### config.mk
export PLATFORM = sky130hd
export DESIGN_NAME = acdc_top
export DESIGN_NICKNAME = d
export VERILOG_FILES = /design/src/core/acdc_pkg.sv /design/src/core/acdc_divider.sv /design/src/core/acdc_top.sv
export SDC_FILE = /design/constraint.sdc
export NUM_CORES = 1
export LEC_CHECK = 0
export BUFFER_PORTS_ARGS = -buffer_cell sky130_fd_sc_hd__buf_2
export CAP_MARGIN = 20
export CORE_MARGIN = 3
export CORE_UTILIZATION = 55
export CTS_BUF_LIST = sky130_fd_sc_hd__clkbuf_8
export DETAILED_ROUTE_END_ITERATION = 8
export GPL_TIMING_DRIVEN = 1
export PLACE_DENSITY = 0.76
export SLEW_MARGIN = 10
export SYNTH_ARGS = -nofsm -noshare
export SYNTH_HDL_FRONTEND = slang
export SYNTH_SLANG_ARGS = --single-unit
### constraint.sdc
create_clock -name clk_sys_i -period 6.4 [get_ports clk_sys_i]
set_input_delay 1.6 -clock clk_sys_i [delete_from_list [all_inputs] [get_ports clk_sys_i]]
set_output_delay 1.6 -clock clk_sys_i [all_outputs]
set_load 0.02 [all_outputs]
### src/core/acdc_pkg.sv
// package of register map, field layouts and types for the audio clock divider block
package acdc_pkg;
   // ****************************************
   // register offsets
   // ****************************************
   localparam logic [7:0] ADDR_PLL_P_DIV      = 8'h14;
   localparam logic [7:0] ADDR_PLL_J_INT      = 8'h15;
   localparam logic [7:0] ADDR_PLL_D_HIGH     = 8'h16;
   localparam logic [7:0] ADDR_PLL_FRAC_LOW   = 8'h17;
   localparam logic [7:0] ADDR_PLL_MULT_R     = 8'h18;
   localparam logic [7:0] ADDR_PROC_DIV       = 8'h1b;
   localparam logic [7:0] ADDR_CONV_DIV       = 8'h1c;
   localparam logic [7:0] ADDR_CPUMP_DIV      = 8'h1d;
   localparam logic [7:0] ADDR_OSR_DIV        = 8'h1e;
   localparam logic [7:0] ADDR_MBCLK_DIV      = 8'h20;
   localparam logic [7:0] ADDR_MFCLK_DIV      = 8'h21;
   localparam logic [7:0] ADDR_AUTO_CTRL      = 8'h25;
   // ****************************************
   // field widths and positions
   // ****************************************
   localparam int          P_W          = 4;
   localparam int          J_W          = 6;
   localparam int          DH_W         = 6;
   localparam int          DL_W         = 8;
   localparam int          R_W          = 4;
   localparam int          DIV7_W       = 7;
   localparam int          DIV8_W       = 8;
   localparam int          AUTO_DIS_BIT = 1;
   localparam logic [13:0] D_MAX        = 14'h270f;
   // ****************************************
   // reset values
   // ****************************************
   localparam logic [7:0] RST_P     = 8'h00;
   localparam logic [7:0] RST_J     = 8'h08;
   localparam logic [7:0] RST_DH    = 8'h00;
   localparam logic [7:0] RST_DL    = 8'h00;
   localparam logic [7:0] RST_R     = 8'h00;
   localparam logic [7:0] RST_PROC  = 8'h00;
   localparam logic [7:0] RST_CONV  = 8'h01;
   localparam logic [7:0] RST_CPUMP = 8'h01;
   localparam logic [7:0] RST_OSR   = 8'h01;
   localparam logic [7:0] RST_MBCLK = 8'h00;
   localparam logic [7:0] RST_MFCLK = 8'h00;
   localparam logic [7:0] RST_AUTO  = 8'h00;
   // ****************************************
   // types
   // ****************************************
   typedef struct packed {
      logic [P_W-1:0]  pre_div;
      logic [J_W-1:0]  int_j;
      logic [13:0]     frac_d;
      logic [4:0]      mult_r;
   } acdc_pll_cfg_s;
   typedef struct packed {
      logic        wr;
      logic        rd;
      logic [7:0]  addr;
      logic [7:0]  wdata;
   } acdc_reg_req_s;
endpackage

### src/core/acdc_divider.sv
// integer clock divider producing a clock enable pulse and a square clock
`timescale 1ns/10ps
`default_nettype none
module acdc_divider #(
   parameter int WIDTH = 7
) (
   input  wire logic             clk_sys_i,
   input  wire logic             reset_n_i,
   input  wire logic             run_i,
   input  wire logic [WIDTH-1:0] div_i,
   output logic                  tick_o,
   output logic                  clk_o
);
   logic [WIDTH-1:0] count_reg;
   logic [WIDTH-1:0] div_reg;
   logic             tick_reg;
   logic             clk_reg;
   // ****************************************
   // count to the field value, divide by value plus one
   // ****************************************
   always_ff @(posedge clk_sys_i or negedge reset_n_i) begin
      if (!reset_n_i) begin
         count_reg <= '0;
         div_reg   <= '0;
         tick_reg  <= 1'b0;
         clk_reg   <= 1'b0;
      end else if (!run_i) begin
         // hold the count so a gated divider keeps its phase
         tick_reg  <= 1'b0;
      end else if (count_reg >= div_reg) begin
         // new value only loaded at period end, no runt pulse
         count_reg <= '0;
         div_reg   <= div_i; // RULE_15
         tick_reg  <= 1'b1;
         clk_reg   <= 1'b1;
      end else begin
         count_reg <= count_reg + 1'b1;
         tick_reg  <= 1'b0;
         if (count_reg == (div_reg >> 1)) begin
            clk_reg <= 1'b0;
         end
      end
   end
   assign tick_o = tick_reg;
   assign clk_o  = clk_reg;
endmodule
`default_nettype wire

### src/core/acdc_top.sv
// register file and clock dividers of the audio clock tree
// Notes on behaviour
// RULE_01: fraction D is decimal 0..9999 from high and low parts.
// RULE_02: software never writes a fraction above 9999.
// RULE_03: R field value n gives multiplier n plus one, 1 to 16.
// RULE_04: under auto setup, manual PLL and divider fields are ignored; the bit and frame clock dividers still use mbclk_reg and mfclk_reg.
// RULE_05: processor clock divides source by field plus one, 1 to 128.
// RULE_06: converter clock divides source by field plus one, 1 to 128.
// RULE_07: charge pump clock divides source by field plus one.
// RULE_08: oversampling clock divides source by field plus one.
// RULE_09: master bit clock divides master clock by field plus one.
// RULE_10: master frame clock divides bit clock by field plus one, to 256.
// RULE_11: J field value n selects J equal n, 1 to 63.
// RULE_12: P field value n gives pre-divider n plus one, up to 15; the code passes the field value n to pre_div unchanged.
// RULE_13: fraction high part is a separate six bit field.
// RULE_14: a control bit disables auto setup, making manual fields active.
// RULE_15: output is ref times J.D times R over P; no runt pulses.
`timescale 1ns/10ps
`default_nettype none
module acdc_top
   import acdc_pkg::*;
(
   input  wire logic                    clk_sys_i,
   input  wire logic                    reset_n_i,
   input  wire acdc_pkg::acdc_reg_req_s req_i,
   input  wire acdc_pkg::acdc_pll_cfg_s auto_pll_i,
   input  wire logic [6:0]              auto_proc_div_i,
   input  wire logic [6:0]              auto_conv_div_i,
   input  wire logic [6:0]              auto_cpump_div_i,
   input  wire logic [6:0]              auto_osr_div_i,
   input  wire logic                    serial_master_i,
   output logic [7:0]                   rdata_o,
   output logic                         rvalid_o,
   output acdc_pkg::acdc_pll_cfg_s      pll_cfg_o,
   output logic                         auto_active_o,
   output logic                         proc_tick_o,
   output logic                         conv_tick_o,
   output logic                         cpump_tick_o,
   output logic                         osr_tick_o,
   output logic                         bit_clk_o,
   output logic                         frame_clk_o
);
   import acdc_pkg::*;
   // ****************************************
   // registers
   // ****************************************
   logic [7:0]    p_reg;
   logic [7:0]    j_reg;
   logic [7:0]    dh_reg;
   logic [7:0]    dl_reg;
   logic [7:0]    r_reg;
   logic [7:0]    proc_reg;
   logic [7:0]    conv_reg;
   logic [7:0]    cpump_reg;
   logic [7:0]    osr_reg;
   logic [7:0]    mbclk_reg;
   logic [7:0]    mfclk_reg;
   logic [7:0]    auto_reg;
   logic [7:0]    rdata_reg;
   logic          rvalid_reg;
   logic [7:0]    rdata_next;
   logic          manual;
   logic [13:0]   frac_d;
   acdc_pll_cfg_s man_pll;
   acdc_pll_cfg_s pll_reg;
   logic [6:0]    proc_div;
   logic [6:0]    conv_div;
   logic [6:0]    cpump_div;
   logic [6:0]    osr_div;
   logic          bit_tick;
   logic          bit_clk;
   logic          frame_clk;
   // ****************************************
   // register writes
   // ****************************************
   always_ff @(posedge clk_sys_i or negedge reset_n_i) begin
      if (!reset_n_i) begin
         p_reg     <= RST_P;
         j_reg     <= RST_J;
         dh_reg    <= RST_DH;
         dl_reg    <= RST_DL;
         r_reg     <= RST_R;
         proc_reg  <= RST_PROC;
         conv_reg  <= RST_CONV;
         cpump_reg <= RST_CPUMP;
         osr_reg   <= RST_OSR;
         mbclk_reg <= RST_MBCLK;
         mfclk_reg <= RST_MFCLK;
         auto_reg  <= RST_AUTO;
      end else if (req_i.wr) begin
         if (req_i.addr == ADDR_PLL_P_DIV) begin
            p_reg <= {4'h0, req_i.wdata[P_W-1:0]};
         end else if (req_i.addr == ADDR_PLL_J_INT) begin
            j_reg <= {2'h0, req_i.wdata[J_W-1:0]};
         end else if (req_i.addr == ADDR_PLL_D_HIGH) begin
            dh_reg <= {2'h0, req_i.wdata[DH_W-1:0]}; // RULE_13
         end else if (req_i.addr == ADDR_PLL_FRAC_LOW) begin
            dl_reg <= req_i.wdata;
         end else if (req_i.addr == ADDR_PLL_MULT_R) begin
            r_reg <= {4'h0, req_i.wdata[R_W-1:0]};
         end else if (req_i.addr == ADDR_PROC_DIV) begin
            proc_reg <= {1'b0, req_i.wdata[DIV7_W-1:0]};
         end else if (req_i.addr == ADDR_CONV_DIV) begin
            conv_reg <= {1'b0, req_i.wdata[DIV7_W-1:0]};
         end else if (req_i.addr == ADDR_CPUMP_DIV) begin
            cpump_reg <= {1'b0, req_i.wdata[DIV7_W-1:0]};
         end else if (req_i.addr == ADDR_OSR_DIV) begin
            osr_reg <= {1'b0, req_i.wdata[DIV7_W-1:0]};
         end else if (req_i.addr == ADDR_MBCLK_DIV) begin
            mbclk_reg <= {1'b0, req_i.wdata[DIV7_W-1:0]};
         end else if (req_i.addr == ADDR_MFCLK_DIV) begin
            mfclk_reg <= req_i.wdata;
         end else if (req_i.addr == ADDR_AUTO_CTRL) begin
            auto_reg <= req_i.wdata;
         end
      end
   end
   // ****************************************
   // register reads
   // ****************************************
   always_comb begin
      rdata_next = 8'h00;
      if (req_i.addr == ADDR_PLL_P_DIV) begin
         rdata_next = p_reg;
      end else if (req_i.addr == ADDR_PLL_J_INT) begin
         rdata_next = j_reg;
      end else if (req_i.addr == ADDR_PLL_D_HIGH) begin
         rdata_next = dh_reg;
      end else if (req_i.addr == ADDR_PLL_FRAC_LOW) begin
         rdata_next = dl_reg;
      end else if (req_i.addr == ADDR_PLL_MULT_R) begin
         rdata_next = r_reg;
      end else if (req_i.addr == ADDR_PROC_DIV) begin
         rdata_next = proc_reg;
      end else if (req_i.addr == ADDR_CONV_DIV) begin
         rdata_next = conv_reg;
      end else if (req_i.addr == ADDR_CPUMP_DIV) begin
         rdata_next = cpump_reg;
      end else if (req_i.addr == ADDR_OSR_DIV) begin
         rdata_next = osr_reg;
      end else if (req_i.addr == ADDR_MBCLK_DIV) begin
         rdata_next = mbclk_reg;
      end else if (req_i.addr == ADDR_MFCLK_DIV) begin
         rdata_next = mfclk_reg;
      end else if (req_i.addr == ADDR_AUTO_CTRL) begin
         rdata_next = auto_reg;
      end
   end
   always_ff @(posedge clk_sys_i or negedge reset_n_i) begin
      if (!reset_n_i) begin
         rdata_reg  <= 8'h00;
         rvalid_reg <= 1'b0;
      end else begin
         rdata_reg  <= req_i.rd ? rdata_next : rdata_reg;
         rvalid_reg <= req_i.rd;
      end
   end
   // ****************************************
   // manual or automatic selection
   // ****************************************
   assign manual = auto_reg[AUTO_DIS_BIT]; // RULE_14
   // decimal fraction, high and low parts concatenated, clamped
   assign frac_d = ({dh_reg[DH_W-1:0], dl_reg} > D_MAX) ?
                   D_MAX : {dh_reg[DH_W-1:0], dl_reg}; // RULE_01
   always_comb begin
      man_pll.pre_div = p_reg[P_W-1:0];            // RULE_12
      man_pll.int_j   = j_reg[J_W-1:0];            // RULE_11
      man_pll.frac_d  = frac_d;                    // RULE_01
      man_pll.mult_r  = {1'b0, r_reg[R_W-1:0]} + 5'h01; // RULE_03
   end
   always_ff @(posedge clk_sys_i or negedge reset_n_i) begin
      if (!reset_n_i) begin
         pll_reg <= '0;
      end else begin
         pll_reg <= manual ? man_pll : auto_pll_i; // RULE_04
      end
   end
   assign proc_div  = manual ? proc_reg[6:0]  : auto_proc_div_i;  // RULE_04
   assign conv_div  = manual ? conv_reg[6:0]  : auto_conv_div_i;  // RULE_04
   assign cpump_div = manual ? cpump_reg[6:0] : auto_cpump_div_i; // RULE_04
   assign osr_div   = manual ? osr_reg[6:0]   : auto_osr_div_i;   // RULE_04
   // ****************************************
   // dividers
   // ****************************************
   acdc_divider #(.WIDTH(DIV7_W)) u_proc (
      .clk_sys_i (clk_sys_i),
      .reset_n_i (reset_n_i),
      .run_i     (1'b1),
      .div_i     (proc_div), // RULE_05
      .tick_o    (proc_tick_o),
      .clk_o     ()
   );
   acdc_divider #(.WIDTH(DIV7_W)) u_conv (
      .clk_sys_i (clk_sys_i),
      .reset_n_i (reset_n_i),
      .run_i     (1'b1),
      .div_i     (conv_div), // RULE_06
      .tick_o    (conv_tick_o),
      .clk_o     ()
   );
   acdc_divider #(.WIDTH(DIV7_W)) u_cpump (
      .clk_sys_i (clk_sys_i),
      .reset_n_i (reset_n_i),
      .run_i     (1'b1),
      .div_i     (cpump_div), // RULE_07
      .tick_o    (cpump_tick_o),
      .clk_o     ()
   );
   acdc_divider #(.WIDTH(DIV7_W)) u_osr (
      .clk_sys_i (clk_sys_i),
      .reset_n_i (reset_n_i),
      .run_i     (1'b1),
      .div_i     (osr_div), // RULE_08
      .tick_o    (osr_tick_o),
      .clk_o     ()
   );
   acdc_divider #(.WIDTH(DIV7_W)) u_bclk (
      .clk_sys_i (clk_sys_i),
      .reset_n_i (reset_n_i),
      .run_i     (serial_master_i),
      .div_i     (mbclk_reg[6:0]), // RULE_09
      .tick_o    (bit_tick),
      .clk_o     (bit_clk)
   );
   acdc_divider #(.WIDTH(DIV8_W)) u_fclk (
      .clk_sys_i (clk_sys_i),
      .reset_n_i (reset_n_i),
      .run_i     (bit_tick), // RULE_10
      .div_i     (mfclk_reg),
      .tick_o    (),
      .clk_o     (frame_clk)
   );
   assign pll_cfg_o     = pll_reg; // RULE_15
   assign auto_active_o = ~manual;
   assign rdata_o       = rdata_reg;
   assign rvalid_o      = rvalid_reg;
   assign bit_clk_o     = serial_master_i & bit_clk;
   assign frame_clk_o   = serial_master_i & frame_clk;
endmodule
`default_nettype wire

Word-level counts from Yosys, hierarchy flattened
Cells that the tools add are included.
{"block": "classes", "add_sub_neg": 7, "n_lt_le_gt_ge": 7, "n_eq_ne": 14, "mux": 34, "n_bitwise": 14, "n_reduce_logical": 18}
{"op": "2-to-1 mux 8 bit", "n": 13}
{"op": "equality test 8 x 5 -> 1 bit, second input constant", "n": 9}
{"op": "2-to-1 mux 7 bit", "n": 9}
{"op": "adder 7 x 1 -> 7 bit, second input constant", "n": 5}
{"op": "greater-or-equal comparator 7 bit", "n": 5}
{"op": "2-to-1 mux 29 bit", "n": 1}
{"op": "equality test 8 x 6 -> 1 bit, second input constant", "n": 3}
{"op": "> comparator 14 bit, second input constant", "n": 1}
{"op": "2-to-1 mux 14 bit", "n": 1}
{"op": "AND reduction 13 bit", "n": 1}
{"op": "inverter 1 bit", "n": 12}
{"op": "AND reduction 12 bit", "n": 1}
{"op": "AND reduction 11 bit", "n": 1}
{"op": "2-to-1 mux 1 bit", "n": 10}
{"op": "AND reduction 10 bit", "n": 1}
{"op": "AND reduction 2 bit", "n": 5}
{"op": "AND reduction 9 bit", "n": 1}
{"op": "adder 8 x 1 -> 8 bit, second input constant", "n": 1}
{"op": "equality test 8 x 7 -> 1 bit", "n": 1}
{"op": "greater-or-equal comparator 8 bit", "n": 1}
{"op": "AND reduction 8 bit", "n": 1}
{"op": "equality test 7 x 6 -> 1 bit", "n": 1}
{"op": "AND reduction 7 bit", "n": 1}
{"op": "AND reduction 6 bit", "n": 1}
{"op": "6 further kinds", "n": 8}
{"block": "totals", "register_bits": 210, "in_bits": 78}

Longest topological paths before layout
Gate-level depths: netlist (run 1).
{"block": "depth", "depth_word": 13, "ltp_mapped": 9}

By module
From an unflattened synthesis (run 1), not the netlist that was laid out.
{"block": "hier_totals", "cells_unflattened": 1093, "hier_area_um2": 11937.7}
{"mod": "acdc_top", "n_inst": 1, "cells_each": 487, "area_each_um2": 5898.2, "seq_area_each_um2": 2932.8}
{"mod": "acdc_divider (u_bclk ...)", "n_inst": 5, "cells_each": 100, "area_each_um2": 993.5, "seq_area_each_um2": 400.4}
{"mod": "acdc_divider (u_fclk)", "n_inst": 1, "cells_each": 106, "area_each_um2": 1072.3, "seq_area_each_um2": 450.4}

Worst setup path before layout (run 1)
Ideal clock, no wire load.
{"block": "synth_path", "path_type": "input-to-output", "startpoint": "input serial_master_i", "endpoint": "output frame_clk_o", "arrival_time_ns": 2.098, "slack_ns": 2.702, "path_stages": 2, "path_cell_list": "clkbuf_1 > and2_1"}
{"block": "synth_between", "elab_chain_cells": 1}
{"element": "start, declared", "line_no": "acdc_top.sv:31", "rtl": "input wire logic serial_master_i,"}
{"element": "AND 1 bit", "line_no": "acdc_top.sv:238", "rtl": "assign frame_clk_o = serial_master_i & frame_clk;"}
{"element": "end, declared", "line_no": "acdc_top.sv:41", "rtl": "output logic frame_clk_o"}
Every way passes these cells.

Worst setup path in the final report (run 1)
Ends and elaborated chain as after synthesis.

==> metrics.yaml, run 1 <==
outcome:
  status: "completed"
timing:
  layout_setup_ws_ns: 2.73
  finalSetupTns_ns: 0
  skew_ns: 0.0170
  fin_worst_hold_slack_ns: 0.469
  post-route-min-period_ns: 3.67
  unrepaired_setup_endpoints_after_global_routing: "no"
  drv_slew: 0
  timing_hold_violations_final: 0
  timing_worst_slew_pin_value_ns: 1.00
  slew_headroom_pct: 33.2
  report.final.setup_viol: 0
  layout_worst_path_cycle_share_pct: 57.4
  max_freq_mhz: 272
clocking:
  clock_tree.htree_level_count: 2
  numCtsBuffers: 37
  hold_buffers: 0
  cts_root_buffer: "clkbuf_8"
  cts-resized-gates: 0
  cts_max_path_buffers: 3
  cts_setup_buffers: 0
  cts_tree: "done"
  insertion_delay_ns: 0.52
  clkTransAtPathRegs_ns: 0.05
  cts_num_sinks: 210
synth:
  synthesis.instances: 965
  yosys.area_share.adder_pct: 5.83
  syn_area_per_cell_um2: 11.1
  syn-num-nets: 1093
  xor_xnor_fraction_of_synth_area_pct: 3.59
  post_synth_instance_area_um2: 10700
  yosysWarningCount: 0
  synth_cell_type_count: 67
  main_combinational_cell_family_by_area_after_synthesis: "multiplexers"
  number_of_synthesized_flops_with_an_enable_pin: 0
  synth.top_cells.by_count: "dfrtp_1 (206), mux2_2 (115), nor2_1 (70)"
  asyncSetResetFlopFracSynth_pct: 100
  ys_seq_area_share_pct: 49.0
  synth_top_cells_by_area: "dfrtp_1 (48%), mux2_2 (12%), ha_1 (5.8%)"
  synth-main-ff-cell: "dfrtp_1"
  yosys.area_share.simple_pct: 11.0
  synthesized_area_fraction_occupied_by_ao_oa_aoi_and_oai_cells_pct: 9.14
  synth.mux.area_fraction_pct: 17.1
  synthMostInstantiatedCell: "dfrtp_1"
  ys_seq_elements: 210
  synth_top_area_share_pct: 48.0
  biggest_area_consumer_among_synthesized_cells: "dfrtp_1"
critical_path:
  worst-path-buf-inv: 2
  crit_chain: "buf_2 > and2_1 > buf_2"
  worst_ep_arrival_time_ns: 2.07
  critPathKind: "input pin to primary output"
  critical-path-top-cell-by-count: "buf_2"
  reg2regPathDepth: 8
  slowest_stage: "buf_2"
  end_kind: "primary output"
  launch_point_of_the_critical_path: "serial_master_i"
  critical-path-max-stage-delay_ns: 0.18
  type_of_origin_of_the_critical_path: "input pin"
  critical_path.top_delay_family: "buffers and inverters"
  critical_path_peak_fanout: 12
  worst-path-stages: 3
  required_ns: 4.80
  worstReg2RegStart: "u_fclk.count_reg[0]$_DFFE_PN0P_"
pwr:
  leakage_nw: 6.00
  share_of_total_power_in_the_clock_network_pct: 41.0
  share_comb_of_total_power_pct: 15.9
  report.power.total_mw: 3.48
  powerDensity_nw_per_um2: 281
  ir_worst_vdd_mv: 0.215
  internal_power_mw: 2.54
  switching_share_pct: 27.0
  netSwitchingPower_mw: 0.940
  power_frac_seq_pct: 43.1
die:
  rows: 50
  floorplan.core_area_um2: 19000
  chipWidth_um: 146
  initial_utilization_pct: 56.6
  top_level_ports: 123
  die_h_um: 146
  die_area_um2: 21200
drt:
  route.detailed.vias_per_inst: 5.59
  dr_total_vias: 7672
  route.final.wire_length_um: 25000
  drt-wirelength-per-cell_um: 18.2
  ant_nets: 0
  drt_drc_violations_left: 0
  drt_first_pass_iters: 5
  detail_route.iter0.violations: 563
grt:
  use_met1_pct: 33.7
  maximum_number_of_pins_on_one_net_before_global_route_repair: 127
  antenna_found_initial: 0
  grt_first_pass_wirelength_um: 41300
  globalRoute.totalOverflow: 0
  grt_use_met2_pct: 37.5
  groute.usage.overall_pct: 23.9
  grt_pass1_vias: 7830
  grt_busiest_layer: "met2"
  met3_usage_pct: 5.14
cells_and_area:
  finalNetCount: 1212
  storage_cell_area_um2: 5260
  drive_gt1_share_pct: 28.9
  largest_register_ffs: 29
  multiInputGateArea_um2: 5010
  syn2layout_area_growth_pct: 15.5
  num-fill-cells: 1555
  antenna_cells_inserted: 0
  stdcell_area_um2: 12400
placed_design:
  hpwlAfterDp_um: 17600
  place_congestion: 0.953
  pre_cts_ws_ns: 2.42
  dpl-instance-area_um2: 11500
  numPortBuffers: 122
hold_path:
  worstHoldPathType: "register to register"
  worstHoldPathCells: 1
  hold_path_startpoint: "u_cpump.count_reg[0]$_DFF_PN0_"
job:
  maxCapViolCount: 0
cells in the final DEF, fill, tap and decap left out, types with 37 or more instances in the layout:
master	count
mux2i_1	54
inv_1	75
dfrtp_1	205
nand2_1	51
o21ai_0	37
ha_1	50
buf_2	121
clkbuf_8	50
mux2_2	115
nor2_1	70
cell type report:
| cell class | count | area share (%) |
|---|---|---|
| Tap cell | 260 | 2.62 |
| Timing Repair Buffer | 130 | 5.48 |
| Sequential cell | 210 | 42.4 |
| Inverter | 64 | 1.94 |
| Clock inverter | 18 | 1.64 |
| Clock buffer | 49 | 5.44 |
| Multi-Input combinational cell | 641 | 40.4 |
final timing paths:
check | end | slack, ns
hold reg to reg | u_cpump.count_reg[0]$_DFF_PN0_ | 0.47
hold / removal | u_cpump.count_reg[0]$_DFF_PN0_ | 0.47
setup / recovery | frame_clk_o | 2.73
max in group asynchronous | auto_reg[1]$_DFFE_PN0P_ | 3.67
min in group asynchronous | pll_cfg_o[12]$_DFF_PN0_ | 1.24
setup reg to reg | u_fclk.div_reg[5]$_DFFE_PN0P_ | 3.72
power groups by stage:
stage                     clock [mW]  sequential, mW  combinational [mW]
final                           1.43            1.50               0.552
after global routing            1.53            1.51               0.609
after CTS                       1.45            1.50               0.554
after detailed placement           0            1.52               0.551
after global placement             0            1.52               0.534
after floorplan                    0            1.50               0.391
layer usage:
metal  wire length, µm  vias up  share of wire, %
met4               524        0               2.1
met3              1660       41               6.6
met5                 0        -                 0
met1             11200     3757                45
met2             11600      240                46
li1                  -     3634                 -
worst reg2reg max path, stage by stage, from the launching register on:
cell and delay (ns):
dfrtp_1 0.46, inv_1 0.12, ha_1 0.28, nand2b_1 0.10, a211oi_1 0.07, o21bai_1 0.19
a211oi_2 0.17, nor2b_1 0.76, mux2_2 0.42
cell families after synthesis:
kind of cell    after synthesis
compound gates              149
xor+xnor                     44
fa+ha+maj                    50
buf+inv                     114
flops                       210
mux                         169
simple gates                229
per-stage QoR:
| stage | utilization [%] | std cells |
|---|---|---|
| final | 65.4 | 1372 |
| after CTS | 65.4 | 1372 |
| after floorplan | - | 965 |
| after global placement | 60.8 | 1305 |
| after global routing | 65.4 | 1372 |
| after detailed placement | 60.8 | 1305 |
(Power assumes the default switching activity.)
==> run 2, diff against run 1 <==
--- a/config.mk
+++ b/config.mk
@@ -5,6 +5,7 @@
 export SDC_FILE = /design/constraint.sdc
 export NUM_CORES = 1
 export LEC_CHECK = 0
+export ABC_AREA = 1
 export BUFFER_PORTS_ARGS = -buffer_cell sky130_fd_sc_hd__buf_2
 export CAP_MARGIN = 20
 export CORE_MARGIN = 3
==> constraint.sdc (replaced) <==
create_clock -name clk_sys_i -period 3.4 [get_ports clk_sys_i]
set_input_delay 0.85 -clock clk_sys_i [delete_from_list [all_inputs] [get_ports clk_sys_i]]
set_output_delay 0.85 -clock clk_sys_i [all_outputs]
set_load 0.02 [all_outputs]
==> run 2 against run 1 <==
  * Global-route usage is 0.19 points higher
  * Die area is 1.1% lower
  * Via count is 14% higher
  * Cell count is 21% higher
  * Worst hold slack worse by 0.098 ns
  * Critical path depth is 1 lower
  * Critical path type is now register to primary output
  * Highest routed layer unchanged
==> metrics.yaml, run 2 <==
critical_path:
  critical_path_peak_fanout: 29
  reg2reg_slack_ns: 1.22
  type_of_origin_of_the_critical_path: "register"
  timing.rr.end: "u_fclk.div_reg[3]$_DFFE_PN0P_"
  reg2regPathDepth: 8
  critPathKind: "register to primary output"
  crit_end: "auto_active_o"
  critical-path-max-stage-delay_ns: 0.72
  end_kind: "primary output"
  required_ns: 2.55
  launch_point_of_the_critical_path: "auto_reg[1]$_DFFE_PN0P_"
  slowest_stage: "dfrtp_2"
  worst_ep_arrival_time_ns: 1.49
  worstReg2RegStart: "u_fclk.count_reg[3]$_DFFE_PN0P_"
  crit_chain: "inv_2 > buf_2"
synth:
  synth_top_cells_by_area: "dfrtp_1 (49%), nand2_1 (11%), ha_1 (5.9%)"
  biggest_area_consumer_among_synthesized_cells: "dfrtp_1"
  yosysWarningCount: 0
  asyncSetResetFlopFracSynth_pct: 100
  synth.top_cells.by_count: "nand2_1 (322), dfrtp_1 (206), inv_1 (123)"
  synth_cell_type_count: 45
  syn_area_per_cell_um2: 8.54
  synth_top_area_share_pct: 48.6
  syn-num-nets: 1369
  number_of_synthesized_flops_with_an_enable_pin: 0
  synth-main-ff-cell: "dfrtp_1"
  ys_seq_elements: 210
  synthMostInstantiatedCell: "nand2_1"
  post_synth_instance_area_um2: 10600
  ys_seq_area_share_pct: 49.6
  synthesis.instances: 1241
drt:
  drt-wirelength-per-cell_um: 15.1
  detail_route.iter0.violations: 578
  route.final.wire_length_um: 25000
  drt_drc_violations_left: 0
  drt_first_pass_iters: 5
  route.detailed.vias_per_inst: 5.27
  ant_nets: 0
  dr_total_vias: 8720
timing:
  max_freq_mhz: 428
  drv_slew: 0
  unrepaired_setup_endpoints_after_global_routing: "no"
  report.final.setup_viol: 0
  slew_headroom_pct: 48.4
  skew_ns: 0.0187
  finalSetupTns_ns: 0
  timing_hold_violations_final: 0
  layout_worst_path_cycle_share_pct: 68.7
  post-route-min-period_ns: 2.34
  timing_worst_slew_pin_value_ns: 0.770
cells_and_area:
  largest_register_ffs: 29
  drive_gt1_share_pct: 18.4
  commonest_non_fill_non_tap_cell_in_the_layout: "nand2_1"
  stdcell_area_um2: 12100
  instances_no_fill: 1654
  syn2layout_area_growth_pct: 14.3
  most-common-layout-cells: "nand2_1 (322), dfrtp_1 (205), inv_1 (136), buf_2 (121), nor2_1 (113)"
  antenna_cells_inserted: 0
  num-fill-cells: 1663
  finalNetCount: 1499
die:
  chipWidth_um: 145
  initial_utilization_pct: 56.3
  top_level_ports: 123
  floorplan.core_area_um2: 18800
  rows: 50
  die_area_um2: 21000
  die_h_um: 145
clocking:
  clock_tree.htree_level_count: 2
  insertion_delay_ns: 0.53
  hold_buffers: 0
  cts_tree: "done"
  numCtsBuffers: 37
  clkTransAtPathRegs_ns: 0.06
  cts_max_path_buffers: 3
  cts_setup_buffers: 0
  cts_num_sinks: 210
  cts-resized-gates: 0
  cts_root_buffer: "clkbuf_8"
pwr:
  netSwitchingPower_mw: 1.70
  ir_worst_vdd_mv: 0.315
  powerDensity_nw_per_um2: 483
  switching_share_pct: 29.0
  share_comb_of_total_power_pct: 14.6
  leakage_nw: 6.24
  internal_power_mw: 4.15
  share_of_total_power_in_the_clock_network_pct: 37.8
  power_frac_seq_pct: 47.6
placed_design:
  hpwlAfterDp_um: 18000
  place_inst: 1592
  numPortBuffers: 122
  place_congestion: 0.930
  dpl-instance-area_um2: 11400
grt:
  globalRoute.totalOverflow: 0
  grt_pass1_vias: 8309
  groute.usage.overall_pct: 24.1
  maximum_number_of_pins_on_one_net_before_global_route_repair: 80
  grt_first_pass_wirelength_um: 40500
  antenna_found_initial: 0
hold_path:
  worstHoldPathType: "input pin to async pin"
job:
  maxCapViolCount: 0
outcome:
  status: "completed"
run 2: metrics by stage:
stage / setup WS [ns] / util, % / power [mW] / hold slack (ns)
floorplan: 1.37 / - / 3.38 / 0.453
global placement: 1.06 / 60.6 / 3.66 / 0.465
detailed placement: 1.01 / 60.6 / 3.68 / 0.475
CTS: 1.03 / 64.4 / 5.90 / 0.368
global route: 0.916 / 64.4 / 6.15 / 0.412
finish: 1.06 / 64.4 / 5.85 / 0.371
run 2: kinds of logic (layout without fill, tap and decap cells):
family,Yosys count,count (layout),share of synthesized area (%)
AO/OA/AOI/OAI,220,220,12.0
XOR/XNOR,19,19,1.57
adder cells (fa/ha/maj),50,50,5.90
buffers and inverters,174,327,6.90
flip-flops,210,210,49.6
AND/OR/NAND/NOR,568,568,24.1
run 2: worst min path at each step:
stage | startpoint | endpoint | slack [ns]
after floorplan | conv_reg[1]$_DFFE_PN0P_ | conv_reg[1]$_DFFE_PN0P_ | 0.45
after global placement | mbclk_reg[6]$_DFFE_PN0P_ | mbclk_reg[6]$_DFFE_PN0P_ | 0.46
after detailed placement | mfclk_reg[6]$_DFFE_PN0P_ | mfclk_reg[6]$_DFFE_PN0P_ | 0.47
after CTS | reset_n_i | u_osr.div_reg[6]$_DFFE_PN0N_ | 0.37
after global routing | reset_n_i | u_proc.count_reg[6]$_DFF_PN0_ | 0.41
final | reset_n_i | u_proc.count_reg[6]$_DFF_PN0_ | 0.37
run 2: metal layers:
| metal | wire length (µm) | up-vias | track usage, % | share of wire (%) |
|---|---|---|---|---|
| li1 | - | 4318 | - | - |
| met1 | 11400 | 4112 | 34.0 | 45 |
| met2 | 11600 | 241 | 37.6 | 46 |
| met3 | 1540 | 49 | 4.86 | 6.2 |
| met4 | 567 | 0 | 7.71 | 2.3 |
| met5 | 0 | - | 0 | 0 |
run 2: worst max-delay path: cells and delay by family, from the launching register on:
family	cells	cell delay [ns]
buf+inv	2	0.24
flops	1	0.72
run 2: area by class of cell:
cell class	instances	area, µm²	area share (%)
Clock inverter	16	65.1	0.537
Tap cell	260	325	2.68
Multi-Input combinational cell	857	4610	38.0
Inverter	133	504	4.16
Timing Repair Buffer	132	719	5.94
Sequential cell	210	5260	43.4
Clock buffer	46	633	5.22
run 2: power groups by stage:
stage / Combinational [mW] / Sequential, mW / Clock (mW)
final: 0.854 / 2.78 / 2.21
after global placement: 0.841 / 2.82 / 0
after CTS: 0.866 / 2.78 / 2.26
after global routing: 0.992 / 2.80 / 2.36
after floorplan: 0.574 / 2.80 / 0
after detailed placement: 0.859 / 2.82 / 0
==> run 3, diff against run 2 <==
==> constraint.sdc (replaced) <==
create_clock -name clk_sys_i -period 2.4 [get_ports clk_sys_i]
set_input_delay 0.6 -clock clk_sys_i [delete_from_list [all_inputs] [get_ports clk_sys_i]]
set_output_delay 0.6 -clock clk_sys_i [all_outputs]
set_load 0.02 [all_outputs]
==> run 3 against run 2 <==
  * Routed wire length up 0.77%
  * Total power rose by 40%
  * Sequential cell count unchanged
  * Core utilization is 0.24 points higher
  * Critical path type is now register to register
==> metrics.yaml, run 3 (same netlist as run 2, synthesis figures left out) <==
die:
  initial_utilization_pct: 56.3
  floorplan.core_area_um2: 18800
  chipWidth_um: 145
  rows: 50
  die_area_um2: 21000
  die_h_um: 145
  top_level_ports: 123
timing:
  report.final.setup_viol: 0
  drv_slew: 0
  timing_hold_violations_final: 0
  finalSetupTns_ns: 0
  layout_worst_path_cycle_share_pct: 83.8
  skew_ns: 0.0180
  post-route-min-period_ns: 2.01
  unrepaired_setup_endpoints_after_global_routing: "no"
  fin_worst_hold_slack_ns: 0.276
  timing_worst_slew_pin_value_ns: 0.802
  max_freq_mhz: 497
  slew_headroom_pct: 46.3
cells_and_area:
  most-common-layout-cells: "nand2_1 (322), dfrtp_1 (205), inv_1 (139), buf_2 (121), nor2_1 (113)"
  stdcell_area_um2: 12200
  drive_gt1_share_pct: 18.8
  largest_register_ffs: 29
  antenna_cells_inserted: 0
  finalNetCount: 1506
  storage_cell_area_um2: 5260
  syn2layout_area_growth_pct: 14.7
  num-fill-cells: 1609
  commonest_non_fill_non_tap_cell_in_the_layout: "nand2_1"
  multiInputGateArea_um2: 4610
drt:
  wirelength_met1_um: 11500
  route.detailed.vias_per_inst: 5.26
  drt_first_pass_iters: 5
  drt_drc_violations_left: 0
  drt-wirelength-per-cell_um: 15.1
  top_signal_layer_used: "met4"
  ant_nets: 0
  met2_length_um: 11800
  dr_total_vias: 8755
  detail_route.iter0.violations: 494
  met3_length_um: 1270
  route.final.wire_length_um: 25200
clocking:
  clock_tree.htree_level_count: 2
  hold_buffers: 1
  insertion_delay_ns: 0.52
  numCtsBuffers: 36
  cts_tree: "done"
  cts_num_sinks: 210
  clkTransAtPathRegs_ns: 0.06
  cts_setup_buffers: 0
  cts-resized-gates: 0
  cts_max_path_buffers: 3
  cts_root_buffer: "clkbuf_8"
grt:
  groute.usage.overall_pct: 24.4
  antenna_found_initial: 0
  grt_pass1_vias: 8443
  globalRoute.totalOverflow: 0
  grt_first_pass_wirelength_um: 41200
  maximum_number_of_pins_on_one_net_before_global_route_repair: 69
critical_path:
  crit_chain: "ha_1 > nand4_1 > o211ai_1 > buf_12 > nor2_1 > a31oi_1"
  worst_ep_arrival_time_ns: 2.43
  reg2regPathDepth: 6
  worstReg2RegStart: "u_cpump.count_reg[2]$_DFF_PN0_"
  critPathKind: "register to register"
  critical_path_peak_fanout: 15
  timing.rr.end: "u_cpump.div_reg[6]$_DFFE_PN0N_"
  critical-path-max-stage-delay_ns: 0.67
  worst-path-buf-inv: 1
  required_ns: 2.82
  reg2reg_slack_ns: 0.39
  critical_path.top_delay_family: "compound AO/OA/AOI/OAI gates"
  end_kind: "register"
  slowest_stage: "o211ai_1"
  type_of_origin_of_the_critical_path: "register"
hold_path:
  hold_path_end: "pll_cfg_o[22]$_DFF_PN0_"
  hold_path_startpoint: "auto_pll_i[22]"
  worstHoldPathCells: 3
  worstHoldPathType: "input pin to register"
placed_design:
  hpwlAfterDp_um: 18400
  dpl-instance-area_um2: 11500
  place_congestion: 0.910
  numPortBuffers: 122
pwr:
  leakage_nw: 6.28
  ir_worst_vdd_mv: 0.459
  powerDensity_nw_per_um2: 675
job:
  maxCapViolCount: 0
outcome:
  status: "completed"
## run 3: cell types whose count changed in the layout (fill, tap and decap cells not counted)
cell | before | now
clkinvlp_4 | 1 | 2
dlygate4sd3_1 | 0 | 1
inv_1 | 136 | 139
buf_12 | 2 | 3
clkinv_2 | 1 | 5
clkbuf_8 | 47 | 42
buf_4 | 8 | 14
## run 3: how the worst max path moves through the flow
| stage | from | endpoint | slack (ns) | depth (start not counted) |
|---|---|---|---|---|
| detailed placement | req_i[14] | mbclk_reg[2]$_DFFE_PN0P_ | 0.26 | 10 |
| global placement | req_i[8] | rdata_o[5]$_DFFE_PN0P_ | 0.31 | 13 |
| CTS | u_cpump.count_reg[2]$_DFF_PN0_ | u_cpump.div_reg[6]$_DFFE_PN0N_ | 0.39 | 6 |
| global route | u_fclk.count_reg[3]$_DFFE_PN0P_ | u_fclk.div_reg[1]$_DFFE_PN0P_ | 0.19 | 9 |
| finish | u_cpump.count_reg[2]$_DFF_PN0_ | u_cpump.div_reg[6]$_DFFE_PN0N_ | 0.39 | 6 |
| floorplan | u_fclk.count_reg[3]$_DFFE_PN0P_ | u_fclk.div_reg[2]$_DFFE_PN0P_ | 0.64 | 9 |
## run 3: power by group
| part | leakage (nW) | total, mW | internal [mW] | switching [mW] |
|---|---|---|---|---|
| Combinational | 3.26 | 1.29 | 0.467 | 0.823 |
| Clock | 0.405 | 2.99 | 1.56 | 1.42 |
| Sequential | 2.61 | 3.93 | 3.75 | 0.178 |
## run 3: final cells by class
cell class / count / share of cell area (%)
inverter: 133 / 4.15
timing repair buffer: 140 / 6.53
sequential: 210 / 43.3
multi-input combinational: 857 / 37.9
tap: 260 / 2.67
clock inverter: 24 / 0.854
clock buffer: 41 / 4.64
## run 3: routing by layer
metal / vias up / GRT usage, %
met3: 46 / 3.38
met5: - / 0
li1: 4339 / -
met2: 230 / 38.5
met4: 0 / 7.12
met1: 4140 / 35.4
## run 3: worst min-delay path: stages
cell and delay [ns]:
buf_2 0.07, nand2_1 0.04, nand2_1 0.04
## run 3: through the flow
stage | setup slack, ns | total power [mW] | std cells | util, %
final | 0.388 | 8.21 | 1665 | 64.6
after global routing | 0.192 | 8.65 | 1665 | 64.6
after CTS | 0.387 | 8.29 | 1665 | 64.6
after detailed placement | 0.261 | 5.28 | 1599 | 61.0
after global placement | 0.307 | 5.26 | 1599 | 61.0
after floorplan | 0.642 | 4.79 | 1241 | -
